[src/pkg/monitor_regs_pkg.sv]
// constants shared by the monitor readback bank: register indices, field
// positions and reset values.
// assumes an apb slave with 32-bit data; byte address = 4 * register index.
package monitor_regs_pkg;

  // ------------------------------------------------------------------
  // widths
  // ------------------------------------------------------------------
  localparam int unsigned DATA_W  = 32;
  localparam int unsigned ADDR_W  = 16;
  localparam int unsigned INDEX_W = 14;
  localparam int unsigned NUM_MON = 8;
  localparam int unsigned COUNT_W = 16;

  // ------------------------------------------------------------------
  // register indices (byte address is four times the index)
  // ------------------------------------------------------------------
  localparam logic [INDEX_W-1:0] COMMUTATION_COSINE_IDX      = 14'h04b8;
  localparam logic [INDEX_W-1:0] ALPHA_AXIS_CURRENT_IDX      = 14'h04d2;
  localparam logic [INDEX_W-1:0] BETA_AXIS_CURRENT_IDX       = 14'h04d4;
  localparam logic [INDEX_W-1:0] ALPHA_AXIS_VOLTAGE_IDX      = 14'h04d6;
  localparam logic [INDEX_W-1:0] BETA_AXIS_VOLTAGE_IDX       = 14'h04d8;
  localparam logic [INDEX_W-1:0] DIRECT_AXIS_CURRENT_IDX     = 14'h04e2;
  localparam logic [INDEX_W-1:0] QUADRATURE_AXIS_CURRENT_IDX = 14'h04e4;
  localparam logic [INDEX_W-1:0] DIRECT_AXIS_VOLTAGE_IDX     = 14'h04e6;
  localparam logic [INDEX_W-1:0] MONITOR_CONTROL_IDX         = 14'h04f0;
  localparam logic [INDEX_W-1:0] MONITOR_STATUS_IDX          = 14'h04f2;

  // ------------------------------------------------------------------
  // field positions
  // ------------------------------------------------------------------
  localparam int unsigned CTRL_FREEZE_BIT   = 0;
  localparam int unsigned STAT_COUNT_LSB    = 0;
  localparam int unsigned STAT_FREEZE_BIT   = 16;
  localparam int unsigned STAT_MISSED_BIT   = 17;

  // ------------------------------------------------------------------
  // reset values
  // ------------------------------------------------------------------
  localparam logic [DATA_W-1:0]  MONITOR_RESET = 32'h0000_0000;
  localparam logic [COUNT_W-1:0] COUNT_RESET   = 16'h0000;
  localparam logic [DATA_W-1:0]  UNMAPPED_READ = 32'h0000_0000;

  // ------------------------------------------------------------------
  // bus phase of the slave
  // ------------------------------------------------------------------
  typedef enum logic [0:0] {
    PHASE_IDLE   = 1'b0,
    PHASE_ANSWER = 1'b1
  } phase_e;

endpackage

[src/monitor_slot.sv]
// one 32-bit read-only monitor word, loaded from the control algorithm.
// assumes load is a single-cycle strobe synchronous to clk.
`timescale 1ns/10ps
module monitor_slot
  import monitor_regs_pkg::*;
(
  input  wire logic              clk,    // system clock
  input  wire logic              resetn, // async reset, active low
  input  wire logic              load,   // take din this cycle
  input  wire logic [DATA_W-1:0] din,    // freshly computed value
  output logic      [DATA_W-1:0] dout    // held value seen by software
);

  typedef struct packed {
    logic [DATA_W-1:0] word;
  } slot_s;

  slot_s state;
  slot_s next_state;

  always_comb begin
    next_state = state;
    if (load) begin
      next_state.word = din;
    end
  end

  always_ff @(posedge clk or negedge resetn) begin
    if (!resetn) begin
      state <= '{word: MONITOR_RESET};
    end else begin
      state <= next_state;
    end
  end

  assign dout = state.word;

endmodule

[src/foc_monitor_readback_regs.sv]
// read-only bank of fixed-point monitor words of the motor control loop,
// reached over apb.
// assumes the control algorithm presents all eight values together and
// pulses update for one cycle when a control update is complete.
//
// What this block does
// RULE1 - The angle cosine is readable at index 4b8h as a 32-bit word scaled by 2^27.
// RULE2 - The alpha current is readable at index 4d2h, scaled by 2^27 and full scale over 8.
// RULE3 - The beta current is readable at index 4d4h with the same scaling as alpha current.
// RULE4 - The alpha voltage is readable at index 4d6h, scaled by 2^27, times 60 over root 3.
// RULE5 - The beta voltage is readable at index 4d8h with the same voltage scaling.
// RULE6 - The estimated d-axis current is readable at index 4e2h with current scaling.
// RULE7 - The estimated q-axis current is readable at index 4e4h with current scaling.
// RULE8 - The applied d-axis voltage is readable at index 4e6h with voltage scaling.
// RULE9 - Every monitor word resets to zero and software writes never change it.
// RULE10 - Each word is refreshed once per control update and a read returns a whole coherent word; the code drops updates while freeze is set.
`timescale 1ns/10ps
module foc_monitor_readback_regs
  import monitor_regs_pkg::*;
(
  input  wire logic              clk,                     // 10 mhz system clock
  input  wire logic              resetn,                  // async reset, active low
  // apb slave
  input  wire logic              psel,                    // slave select
  input  wire logic              penable,                 // access phase
  input  wire logic              pwrite,                  // 1 write, 0 read
  input  wire logic [ADDR_W-1:0] paddr,                   // byte address
  input  wire logic [DATA_W-1:0] pwdata,                  // write data
  output logic      [DATA_W-1:0] prdata,                  // read data
  output logic                   pready,                  // transfer done
  output logic                   pslverr,                 // write to ro or unmapped
  // control algorithm side
  input  wire logic              update,                  // one-cycle refresh strobe
  input  wire logic [DATA_W-1:0] commutation_cosine,      // cos of angle
  input  wire logic [DATA_W-1:0] alpha_axis_current,      // alpha current
  input  wire logic [DATA_W-1:0] beta_axis_current,       // beta current
  input  wire logic [DATA_W-1:0] alpha_axis_voltage,      // alpha voltage
  input  wire logic [DATA_W-1:0] beta_axis_voltage,       // beta voltage
  input  wire logic [DATA_W-1:0] direct_axis_current,     // estimated d current
  input  wire logic [DATA_W-1:0] quadrature_axis_current, // estimated q current
  input  wire logic [DATA_W-1:0] direct_axis_voltage,     // applied d voltage
  output logic                   frozen                   // snapshot held by software
);

  // ------------------------------------------------------------------
  // state
  // ------------------------------------------------------------------
  typedef struct packed {
    phase_e             phase;
    logic [DATA_W-1:0]  rdata;
    logic               ready;
    logic               slverr;
    logic               freeze;
    logic [COUNT_W-1:0] update_count;
    logic               missed;
  } bank_s;

  bank_s state;
  bank_s next_state;

  logic [DATA_W-1:0]  mon_in  [NUM_MON];
  logic [DATA_W-1:0]  mon_out [NUM_MON];
  logic               take_update;
  logic [INDEX_W-1:0] index;
  logic               aligned;
  logic               setup;
  logic               done;
  logic               ctrl_write;
  logic               stat_write;

  // ------------------------------------------------------------------
  // monitor words
  // ------------------------------------------------------------------
  assign mon_in[0] = commutation_cosine;      // [RULE1]
  assign mon_in[1] = alpha_axis_current;      // [RULE2]
  assign mon_in[2] = beta_axis_current;       // [RULE3]
  assign mon_in[3] = alpha_axis_voltage;      // [RULE4]
  assign mon_in[4] = beta_axis_voltage;       // [RULE5]
  assign mon_in[5] = direct_axis_current;     // [RULE6]
  assign mon_in[6] = quadrature_axis_current; // [RULE7]
  assign mon_in[7] = direct_axis_voltage;     // [RULE8]

  // all eight load on the same edge so a set of reads sees one update
  assign take_update = update && !state.freeze; // [RULE10]

  generate
    for (genvar i = 0; i < NUM_MON; i++) begin : g_slot
      monitor_slot u_slot (
        .clk    (clk),
        .resetn (resetn),
        .load   (take_update),
        .din    (mon_in[i]),
        .dout   (mon_out[i])
      );
    end
  endgenerate

  // ------------------------------------------------------------------
  // address decode
  // ------------------------------------------------------------------
  assign index      = paddr[ADDR_W-1:2];
  assign aligned    = (paddr[1:0] == 2'h0);
  assign setup      = psel && !penable;
  assign done       = psel && penable && state.ready;
  assign ctrl_write = done && pwrite && aligned && (index == MONITOR_CONTROL_IDX);
  assign stat_write = done && pwrite && aligned && (index == MONITOR_STATUS_IDX);

  // read value of one word; whole word is latched at once into prdata
  function automatic logic [DATA_W-1:0] read_word(
    input logic [INDEX_W-1:0] idx,
    input bank_s              st
  );
    logic [DATA_W-1:0] word;
    word = UNMAPPED_READ;
    case (idx)
      COMMUTATION_COSINE_IDX:      word = mon_out[0]; // [RULE1]
      ALPHA_AXIS_CURRENT_IDX:      word = mon_out[1]; // [RULE2]
      BETA_AXIS_CURRENT_IDX:       word = mon_out[2]; // [RULE3]
      ALPHA_AXIS_VOLTAGE_IDX:      word = mon_out[3]; // [RULE4]
      BETA_AXIS_VOLTAGE_IDX:       word = mon_out[4]; // [RULE5]
      DIRECT_AXIS_CURRENT_IDX:     word = mon_out[5]; // [RULE6]
      QUADRATURE_AXIS_CURRENT_IDX: word = mon_out[6]; // [RULE7]
      DIRECT_AXIS_VOLTAGE_IDX:     word = mon_out[7]; // [RULE8]
      MONITOR_CONTROL_IDX: begin
        word[CTRL_FREEZE_BIT] = st.freeze;
      end
      MONITOR_STATUS_IDX: begin
        word[STAT_COUNT_LSB +: COUNT_W] = st.update_count;
        word[STAT_FREEZE_BIT]           = st.freeze;
        word[STAT_MISSED_BIT]           = st.missed;
      end
      default: word = UNMAPPED_READ;
    endcase
    return word;
  endfunction

  // error answer: any misaligned access, any write outside the control and
  // status words, or any access to an index that holds nothing
  function automatic logic access_error(
    input logic [INDEX_W-1:0] idx,
    input logic               ok_align,
    input logic               wr
  );
    logic err;
    err = 1'b0;
    if (!ok_align) begin
      err = 1'b1;
    end else begin
      case (idx)
        COMMUTATION_COSINE_IDX,
        ALPHA_AXIS_CURRENT_IDX,
        BETA_AXIS_CURRENT_IDX,
        ALPHA_AXIS_VOLTAGE_IDX,
        BETA_AXIS_VOLTAGE_IDX,
        DIRECT_AXIS_CURRENT_IDX,
        QUADRATURE_AXIS_CURRENT_IDX,
        DIRECT_AXIS_VOLTAGE_IDX: err = wr; // [RULE9]
        MONITOR_CONTROL_IDX,
        MONITOR_STATUS_IDX:      err = 1'b0;
        default:                 err = 1'b1;
      endcase
    end
    return err;
  endfunction

  // ------------------------------------------------------------------
  // next state
  // ------------------------------------------------------------------
  always_comb begin
    next_state = state;

    // bus answer: pready rises in the first access cycle
    case (state.phase)
      PHASE_IDLE: begin
        next_state.ready  = 1'b0;
        next_state.slverr = 1'b0;
        if (setup) begin
          next_state.phase  = PHASE_ANSWER;
          next_state.ready  = 1'b1;
          next_state.slverr = access_error(index, aligned, pwrite);
          // a misaligned read is refused and must not leak a monitor word
          if (!pwrite && aligned) begin
            next_state.rdata = read_word(index, state); // [RULE10]
          end
        end
      end
      PHASE_ANSWER: begin
        if (done) begin
          next_state.ready  = 1'b0;
          next_state.slverr = 1'b0;
          next_state.rdata  = UNMAPPED_READ;
          next_state.phase  = PHASE_IDLE;
        end
      end
      default: begin
        next_state.phase = PHASE_IDLE;
        next_state.ready = 1'b0;
      end
    endcase

    // control word: monitor words themselves have no write path
    if (ctrl_write) begin
      next_state.freeze = pwdata[CTRL_FREEZE_BIT]; // [RULE9]
    end

    // status: count of updates taken, sticky flag for updates dropped
    if (take_update) begin
      next_state.update_count = state.update_count + COUNT_W'(1); // [RULE10]
    end
    if (stat_write && pwdata[STAT_MISSED_BIT]) begin
      next_state.missed = 1'b0;
    end
    // a dropped update in the clearing cycle still sets the flag
    if (update && state.freeze) begin
      next_state.missed = 1'b1;
    end
  end

  // ------------------------------------------------------------------
  // registers
  // ------------------------------------------------------------------
  always_ff @(posedge clk or negedge resetn) begin
    if (!resetn) begin
      state <= '{phase:        PHASE_IDLE,
                 rdata:        UNMAPPED_READ,
                 ready:        1'b0,
                 slverr:       1'b0,
                 freeze:       1'b0,
                 update_count: COUNT_RESET,
                 missed:       1'b0}; // [RULE9]
    end else begin
      state <= next_state;
    end
  end

  assign prdata  = state.rdata;
  assign pready  = state.ready;
  assign pslverr = state.slverr;
  assign frozen  = state.freeze;

endmodule

[config.mk]
export PLATFORM = sky130hd
export DESIGN_NAME = foc_monitor_readback_regs
export DESIGN_NICKNAME = d
export VERILOG_FILES = /design/src/pkg/monitor_regs_pkg.sv /design/src/monitor_slot.sv /design/src/foc_monitor_readback_regs.sv
export SDC_FILE = /design/constraint.sdc
export NUM_CORES = 1
export LEC_CHECK = 0
export CAP_MARGIN = 40
export CORE_ASPECT_RATIO = 0.75
export CORE_UTILIZATION = 55
export DETAILED_ROUTE_END_ITERATION = 16
export DONT_BUFFER_PORTS = 1
export PLACE_DENSITY = 0.7
export SLEW_MARGIN = 10
export SYNTH_ARGS = -nofsm -noshare
export SYNTH_HDL_FRONTEND = slang
export SYNTH_HIERARCHICAL = 1
export SYNTH_SLANG_ARGS = --single-unit
export TNS_END_PERCENT = 5
[constraint.sdc]
create_clock -name clk -period 2.6 [get_ports clk]
set_input_delay 0.39 -clock clk [delete_from_list [all_inputs] [get_ports clk]]
set_output_delay 0.39 -clock clk [all_outputs]
set_load 0.01 [all_outputs]
==> results.md, run 1 <==
Pwr:
- The overall power of the completed layout is between 10 and 15 mW.
- Across the VDD grid, the largest voltage drop is a little under 0.0005 V.
- The power density of the placed cells is approximately 620 mW/mm2.
- The leakage power figure is 8.50 nW.

Run status:
- The flow ran to the end, but the final reports show violations.
- The final reports fail on negative hold slack.

Timing:
- The number of failing hold endpoints at the final stage came to a little over 300.
- For this run, the top clock speed supported by timing is 464 MHz.
- For the pin with the worst max-slew slack, the measured transition is just over 0.8 ns.
- The worst slack on hold paths is -0.481 ns.
- In the final timing run, aggregate negative setup slack is 0 ns.
- The share of the clock period used by the worst path after layout is 0.829.
- The count of pins over their slew limit is 0.
- The headroom to the max-slew limit is 0.457.
- Across the routed clock network, the largest skew measured is 0.0102 ns.
- Setup repair after global routing left no endpoint under its margin.
- Setup violations remaining at the end of the flow were counted as 0.
- The final critical path time including I/O delays and setup is ~2.2 ns.

Placed design:
- In this run the cell area measured after placement is roughly 0.016 mm2.
- The post-DP HPWL is 30200 um.
- During placement, the flow inserted port buffers numbering 0.
- The last weighted congestion value of the routability-driven placer is around 0.84.
- After detailed placement, the design holds a cell count of between 1000 and 1500.

Die:
- The standard cell core area is 0.0280 mm2.
- The initial core utilization is 0.558.
- The die is between 150 and 200 um wide.
- The top-level port count is around 350.
- From bottom edge to top edge, the die measures about 150 um.
- The die outline area is 0.0291 mm2.
- The total number of placement rows is 53.

Route:
- The routed length per placed instance is ~27 um.
- After detailed routing, the number of remaining DRC violations is 0.
- The first routing iteration left 827 violations.
- Using the TritonRoute via totals, the vias-per-cell ratio works out to about 6.1.
- The iteration count of the initial detailed-routing pass is 5.
- The detail route stage leaves a number of antenna-violating nets equal to 0.
- The detailed router placed roughly 11000 vias in this run.
- The total length of routed wires is between 40000 and 50000 um.

Synthesis:
- By area the synthesized netlist is led by sky130_fd_sc_hd__dfrtp_1, sky130_fd_sc_hd__mux2_4, sky130_fd_sc_hd__a22oi_1, sky130_fd_sc_hd__buf_12, sky130_fd_sc_hd__mux2_2.
- The count of yosys warnings during synthesis is 6.
- The number of instances in the synthesized netlist is about 1100.
- Counting flops with a built-in enable in the synthesized netlist gives 0.
- The commonest register cell after synthesis is sky130_fd_sc_hd__dfrtp_1.
- The per-instance average area after synthesis is roughly 14 um2.
- The number of nets in the synthesized netlist is 1412.
- The largest total area in the synthesized netlist belongs to sky130_fd_sc_hd__dfrtp_1.
- In the synthesized netlist the async set-or-reset flop fraction comes to 1.00.
- The netlist uses 71 different library cells.
- Of the synthesized area, sequential elements account for 0.495.
- The most common cell in the synthesized netlist is sky130_fd_sc_hd__dfrtp_1.
- The cell area that synthesis handed to floorplanning was roughly 0.016 mm2.
- After synthesis, the most frequently instantiated cells are sky130_fd_sc_hd__dfrtp_1, sky130_fd_sc_hd__mux2_4, sky130_fd_sc_hd__a22oi_1, sky130_fd_sc_hd__nand2_1, sky130_fd_sc_hd__buf_4.
- The register bit count reported by yosys is 309.
- Of the post-synthesis cell area, the dominant cell type holds 0.495.

Clock tree:
- The clock tree from TritonCTS is done.
- The TritonCTS buffer count is 30.
- CTS built an H-tree with a depth of 1.
- At the later pin of the worst-skew pair, clock insertion delay measures 0.56 ns.
- The post-cts resize count is 0.
- The maximum count of clock buffers along a single path is 3.
- Clock tree synthesis selected as its root buffer the cell sky130_fd_sc_hd__clkbuf_16.
- The number of buffers inserted by post-CTS setup repair is 0.
- The number of hold buffers added after CTS was 260.
- The clock transition time at the flip-flop clock pins of the worst setup and hold paths is 0.07 ns.
- The sink count of the clock tree is ~310.

Critical path:
- The cell that appears most often on the critical path is sky130_fd_sc_hd__a211o_1.
- STA puts the critical path data required time at roughly 3.1 ns.
- The reg2reg setup slack is 0.45 ns.
- Traced cell by cell, the critical path runs through nor4b_2 > nand2_1 > a211o_1 > nor3_1 > a211o_1.
- STA classifies the critical path startpoint as a flip-flop.
- The worst setup path is of the reg -> reg kind.
- Data arrives at the worst endpoint at roughly 2.7 ns.
- The worst setup path is captured at a flip-flop.
- In this run the worst path has a maximum fanout of 12.
- The largest stage delay on the critical path is ~0.6 ns.
- The slowest stage of the critical path is the sky130_fd_sc_hd__a211o_1 cell.

Finish:
- The finished cells cover ~0.019 mm2.
- The area growth from synthesis to layout is 23.8%.
- The number of nets in the finished design is around 1700.
- The share of layout cells above drive strength 1 is 0.295.
- Excluding fillers, the count of instances in the completed layout stands at 1752.

GRT:
- The number of antenna violations at the first check in global routing was 6.
- The largest net degree at the start of global routing is 310.
- In the global route stage, overall resource usage came out at 0.330.
- The first global-routing pass estimated around 72000 um of wire.
- The number of global-route vias before repair is roughly 12000.
- Global routing finished with a remaining overflow of 0.

Hold path:
- The path class of the tightest hold or removal check is in -> async.

Job:
- The tool flagged a number of max-cap violations equal to 0.
## path summary, 6_finish.rpt
check,from,to,cells past startpoint
max in group asynchronous,resetn,g_slot[0].u_slot/dout[31]$_DFFE_PN0P_,0
hold / removal,resetn,g_slot[7].u_slot/dout[10]$_DFFE_PN0P_,0
setup / recovery,state[52]$_DFF_PN0_,prdata[20]$_DFFE_PN0P_,5
setup reg to reg,state[52]$_DFF_PN0_,prdata[20]$_DFFE_PN0P_,5
min in group clk,penable,state[52]$_DFF_PN0_,2
hold reg to reg,state[16]$_DFFE_PN0P_,state[16]$_DFFE_PN0P_,1
## placed cells by master (no fill, tap or decap), types with 7 or more instances in the layout
| cell | n |
|---|---|
| sky130_fd_sc_hd__nor3_1 | 9 |
| sky130_fd_sc_hd__nand2_1 | 52 |
| sky130_fd_sc_hd__a22oi_1 | 65 |
| sky130_fd_sc_hd__clkbuf_16 | 31 |
| sky130_fd_sc_hd__buf_12 | 7 |
| sky130_fd_sc_hd__o21ai_1 | 8 |
| sky130_fd_sc_hd__a222oi_1 | 7 |
| sky130_fd_sc_hd__a32oi_1 | 7 |
| sky130_fd_sc_hd__mux2i_1 | 24 |
| sky130_fd_sc_hd__a32o_1 | 8 |
| sky130_fd_sc_hd__o2bb2ai_1 | 19 |
| sky130_fd_sc_hd__buf_4 | 48 |
| sky130_fd_sc_hd__nand3_1 | 13 |
| sky130_fd_sc_hd__xnor2_1 | 13 |
| sky130_fd_sc_hd__nand4_1 | 7 |
| sky130_fd_sc_hd__mux2_2 | 29 |
| sky130_fd_sc_hd__o21ai_0 | 29 |
| sky130_fd_sc_hd__dfrtp_1 | 309 |
| sky130_fd_sc_hd__o22ai_1 | 12 |
| sky130_fd_sc_hd__a21oi_1 | 9 |
| sky130_fd_sc_hd__nor2_1 | 17 |
| sky130_fd_sc_hd__dlygate4sd3_1 | 260 |
| sky130_fd_sc_hd__a221oi_1 | 8 |
| sky130_fd_sc_hd__mux2_4 | 240 |
| sky130_fd_sc_hd__clkbuf_8 | 9 |
## state kept, by name, indices dropped and copies added, names as in the netlist
signal and cells:
frozen 1, g_slot.u_slot/dout 256, prdata 32, pready 1
pslverr 1, state 18
## stage by stage
stage / worst slack [ns] / util
finish: 0.445 / 0.692
global route: 0.346 / 0.692
detailed placement: 0.291 / 0.560
CTS: 0.473 / 0.691
global placement: 0.297 / 0.560
floorplan: 0.528 / -
## power breakdown
group	total (mW)	internal (mW)	switching, mW
Sequential	5.66	5.29	0.368
Clock	4.73	2.81	1.92
Combinational	1.70	1.09	0.612
## area by class of cell
type	instances	area (um2)
fillers	1855	8630
flip-flops and latches	309	7730
multi-input cells	681	6940
repair buffers	315	3100
clock buffers	43	911
well taps	385	482
clock inverters	9	150
inverters	5	18.8
diodes	5	12.5
## worst max-delay path, delay by kind of cell, from the launching register on
family	cells	cell delay [ns]
simple gates	3	0.93
compound gates	2	0.71
flops	1	0.45
## per-layer routing
metal	vias to the layer above	share of wire	global-route usage
met5	-	0	0
met4	0	0.030	0.103
met3	111	0.081	0.0833
met2	570	0.47	0.525
met1	5457	0.42	0.446
li1	4591	-	-
## logic make-up after synthesis
logic type	share of synthesized area
flops	0.495
buf+inv	0.0649
mux	0.267
xor+xnor	0.00953
compound gates	0.100
fa+ha+maj	0.000801
simple gates	0.0627
Power figures use the tool's default switching activity.
==> inputs of run 2 (changes only) <==
- PLACE_DENSITY: 0.7 -> 0.73
- clock period: 2.6 -> 1.8 ns (I/O delays scaled with it)
==> results.md, run 2 (synthesis results as in run 1) <==
Run status:
- The final reports fail on negative hold slack.
- The flow ran to the end, but the final reports show violations.

GRT:
- The number of antenna violations at the first check in global routing was 12 (+6).
- The largest net degree at the start of global routing is 310 (unchanged).
- The total congestion overflow after global routing is 0 (unchanged).
- The all-layer global routing usage is 0.337 (+0.00672).
- The global-route wire length before repair was 73300 um (+2.1%).
- The number of global-route vias before repair is 12100 (+4.7%).

Clock tree:
- The clock tree from TritonCTS is done.
- The number of buffers inserted by post-CTS setup repair is 0 (unchanged).
- The maximum count of clock buffers along a single path is 3 (unchanged).
- The clock transition time at the flip-flop clock pins of the worst setup and hold paths came to 0.07 ns (about the same).
- The post-cts hold buffer count is 264 (+1.5%).
- The number of levels the H-tree was split into came to 1 (unchanged).
- The source-to-sink clock delay at the later pin of the worst-skew pair was 0.57 ns (about the same).
- The root buffer cell chosen for the clock tree is sky130_fd_sc_hd__clkbuf_16.
- The sink count of the clock tree is 309 (unchanged).
- The TritonCTS buffer count is 31 (+3.3%).

Die:
- The top-level port count is 345 (unchanged).
- The die width is 197 um (unchanged).
- The overall die height is 148 um (unchanged).
- The total number of placement rows is 53 (unchanged).
- The die outline area came to 0.0291 mm2 (unchanged).
- The initial core utilization was 0.558 (unchanged).
- The standard cell core area is 0.0280 mm2 (unchanged).

Timing:
- The final setup slack of the worst path is 0.0743 ns (-0.371 ns).
- The maximum clock frequency is slightly below 600 MHz.
- The headroom to the max-slew limit is 0.613 (+0.156).
- The final critical path time including I/O delays and setup is approximately 1.7 ns.
- The setup clock skew after layout is 0.0120 ns (+0.00181 ns).
- The share of the clock period used by the worst path after layout is 0.959.
- Setup repair after global routing could not meet its margin everywhere.
- The setup TNS is 0 ns (unchanged).
- The count of pins over their slew limit is 0 (unchanged).
- The transition at the pin with the smallest max-transition slack is 0.579 ns (-0.231 ns).
- The worst slack on hold paths is -0.603 ns (-0.121 ns).
- The number of failing hold endpoints at the final stage is 309 (unchanged).
- The count of endpoints failing setup in the final report came to 0 (unchanged).

Finish:
- The number of fillers in the final layout was 1852 (-0.16%).
- From synthesis to final layout, the design area changed by 27.1%.
- The final standard cell utilization of the core is 0.710 (+0.0182).
- The top cell types in the final layout, fill and taps aside, are sky130_fd_sc_hd__dfrtp_1, sky130_fd_sc_hd__dlygate4sd3_1, sky130_fd_sc_hd__mux2_4, sky130_fd_sc_hd__buf_4, sky130_fd_sc_hd__a22oi_1.
- The share of layout cells above drive strength 1 is 0.315 (+0.0203).
- The number of nets in the finished design is 1693 (+2.4%).
- The post-route non-filler standard cell count is 1798 (+2.6%).
- The most common library cell in the layout ignoring fill and taps is sky130_fd_sc_hd__dfrtp_1.
- The flip-flop count of the largest register, all copies and words added is 256 (unchanged).

Route:
- The via count of the routed design is 10800 (+0.67%).
- The routed length per placed instance is 27.2 um (-0.60%).
- The total length of routed wires is 49000 um (+2.0%).
- The DRC marker count from the first detailed-route iteration is 751 (-9.2%).
- The number of vias per cell after detailed routing is 6.01 (-1.9%).
- The number of nets with antenna violations after detailed routing is 0 (unchanged).
- The final routed DRC violation total is 0 (unchanged).
- The iteration count of the initial detailed-routing pass came to 5 (unchanged).

Critical path:
- The arrival time at the worst endpoint is 2.18 ns (-0.47 ns).
- The required time of the critical path is 2.25 ns (-0.85 ns).
- The startpoint identified for the worst register-to-register timing path is state[52]$_DFF_PN0_.
- The critical path in this run is classified as in -> reg.
- The startpoint type of the worst setup path is a primary input.
- The largest fanout on the critical path is 8 (-4).
- The origin of the worst setup path is paddr[11].
- The worst setup path is captured at a flip-flop.

Job:
- The count of max-cap constraint violations was 0 (unchanged).

Placed design:
- The cell count after placement is 1470 (+2.4%).
- The count of port buffers added during placement is 0 (unchanged).
- The placement-stage worst setup slack is -0.158 ns (-0.449 ns).
- The post-DP HPWL is 31700 um (+4.9%).
- The last weighted congestion value of the routability-driven placer is 0.901 (+7.0%).

Hold path:
- The path class of the tightest hold or removal check is in -> async.

Pwr:
- The leakage power figure is 8.76 nW (+3.2%).
- The power density of the placed cells is 866 mW/mm2 (+39%).
- The overall power of the completed layout is 17.2 mW (+42%).
- The worst ir drop on vdd is 0.000682 V (+39%).
[run 2: area by class of cell]
type                            instances  area [um2]  share of cell area
Sequential cell                       309        7730               0.389
Inverter                                5        18.8            0.000945
Multi-Input combinational cell        681        7030               0.354
Antenna cell                           12        30.0             0.00151
Clock inverter                         11         111             0.00561
Timing Repair Buffer                  354        3590               0.181
Tap cell                              385         482              0.0243
Clock buffer                           41         863              0.0435
[run 2: power breakdown]
| part | internal [mW] | leakage [nW] | total [mW] | switching [mW] |
|---|---|---|---|---|
| clock network | 3.62 | 0.484 | 6.42 | 2.80 |
| logic | 1.66 | 4.57 | 2.59 | 0.930 |
| registers | 7.64 | 3.71 | 8.19 | 0.547 |
| total | 12.9 | 8.76 | 17.2 | 4.27 |
[run 2: routing by layer]
layer | track usage | share of wire | wire [um]
met5 | 0 | 0 | 0
met4 | 0.131 | 0.035 | 1720
met3 | 0.0906 | 0.083 | 4070
met2 | 0.545 | 0.47 | 23100
met1 | 0.433 | 0.41 | 20000
[run 2: worst max-delay path, cell delays in order]
cell and delay (ns):
sky130_fd_sc_hd__or4b_1 0.55, sky130_fd_sc_hd__buf_6 0.19, sky130_fd_sc_hd__nor2_4 0.13, sky130_fd_sc_hd__buf_4 0.16, sky130_fd_sc_hd__nand2_1 0.08, sky130_fd_sc_hd__o21ai_0 0.17
sky130_fd_sc_hd__nand2_1 0.07, sky130_fd_sc_hd__dlygate4sd3_1 0.56
[run 2: stage by stage]
step | area (um2) | hold WS (ns)
after global placement | 16200 | -0.0192
after CTS | 19800 | -0.623
after detailed placement | 16200 | -0.0200
final | 19900 | -0.603
after floorplan | 15700 | -0.0256
after global routing | 19900 | -0.625
[run 2: what timing repair did]
action	in CTS	in global routing
endpoints found under the hold margin	570	309
pin swaps	1	1
endpoints found under the setup margin	2	27
resized for setup	0	4
[run 2: worst paths after layout]
path / endpoint / slack [ns] / cells past startpoint
min in group clk: prdata[0]$_DFFE_PN0P_ / 0.03 / 3
min reg2reg: state[5]$_DFFE_PN0P_ / 0.49 / 1
max reg2reg: prdata[20]$_DFFE_PN0P_ / 0.08 / 6
min: g_slot[7].u_slot/dout[10]$_DFFE_PN0P_ / -0.60 / 0
max: state[0]$_DFFE_PN0P_ / 0.07 / 8
max in group asynchronous: g_slot[1].u_slot/dout[8]$_DFFE_PN0P_ / 1.93 / 0
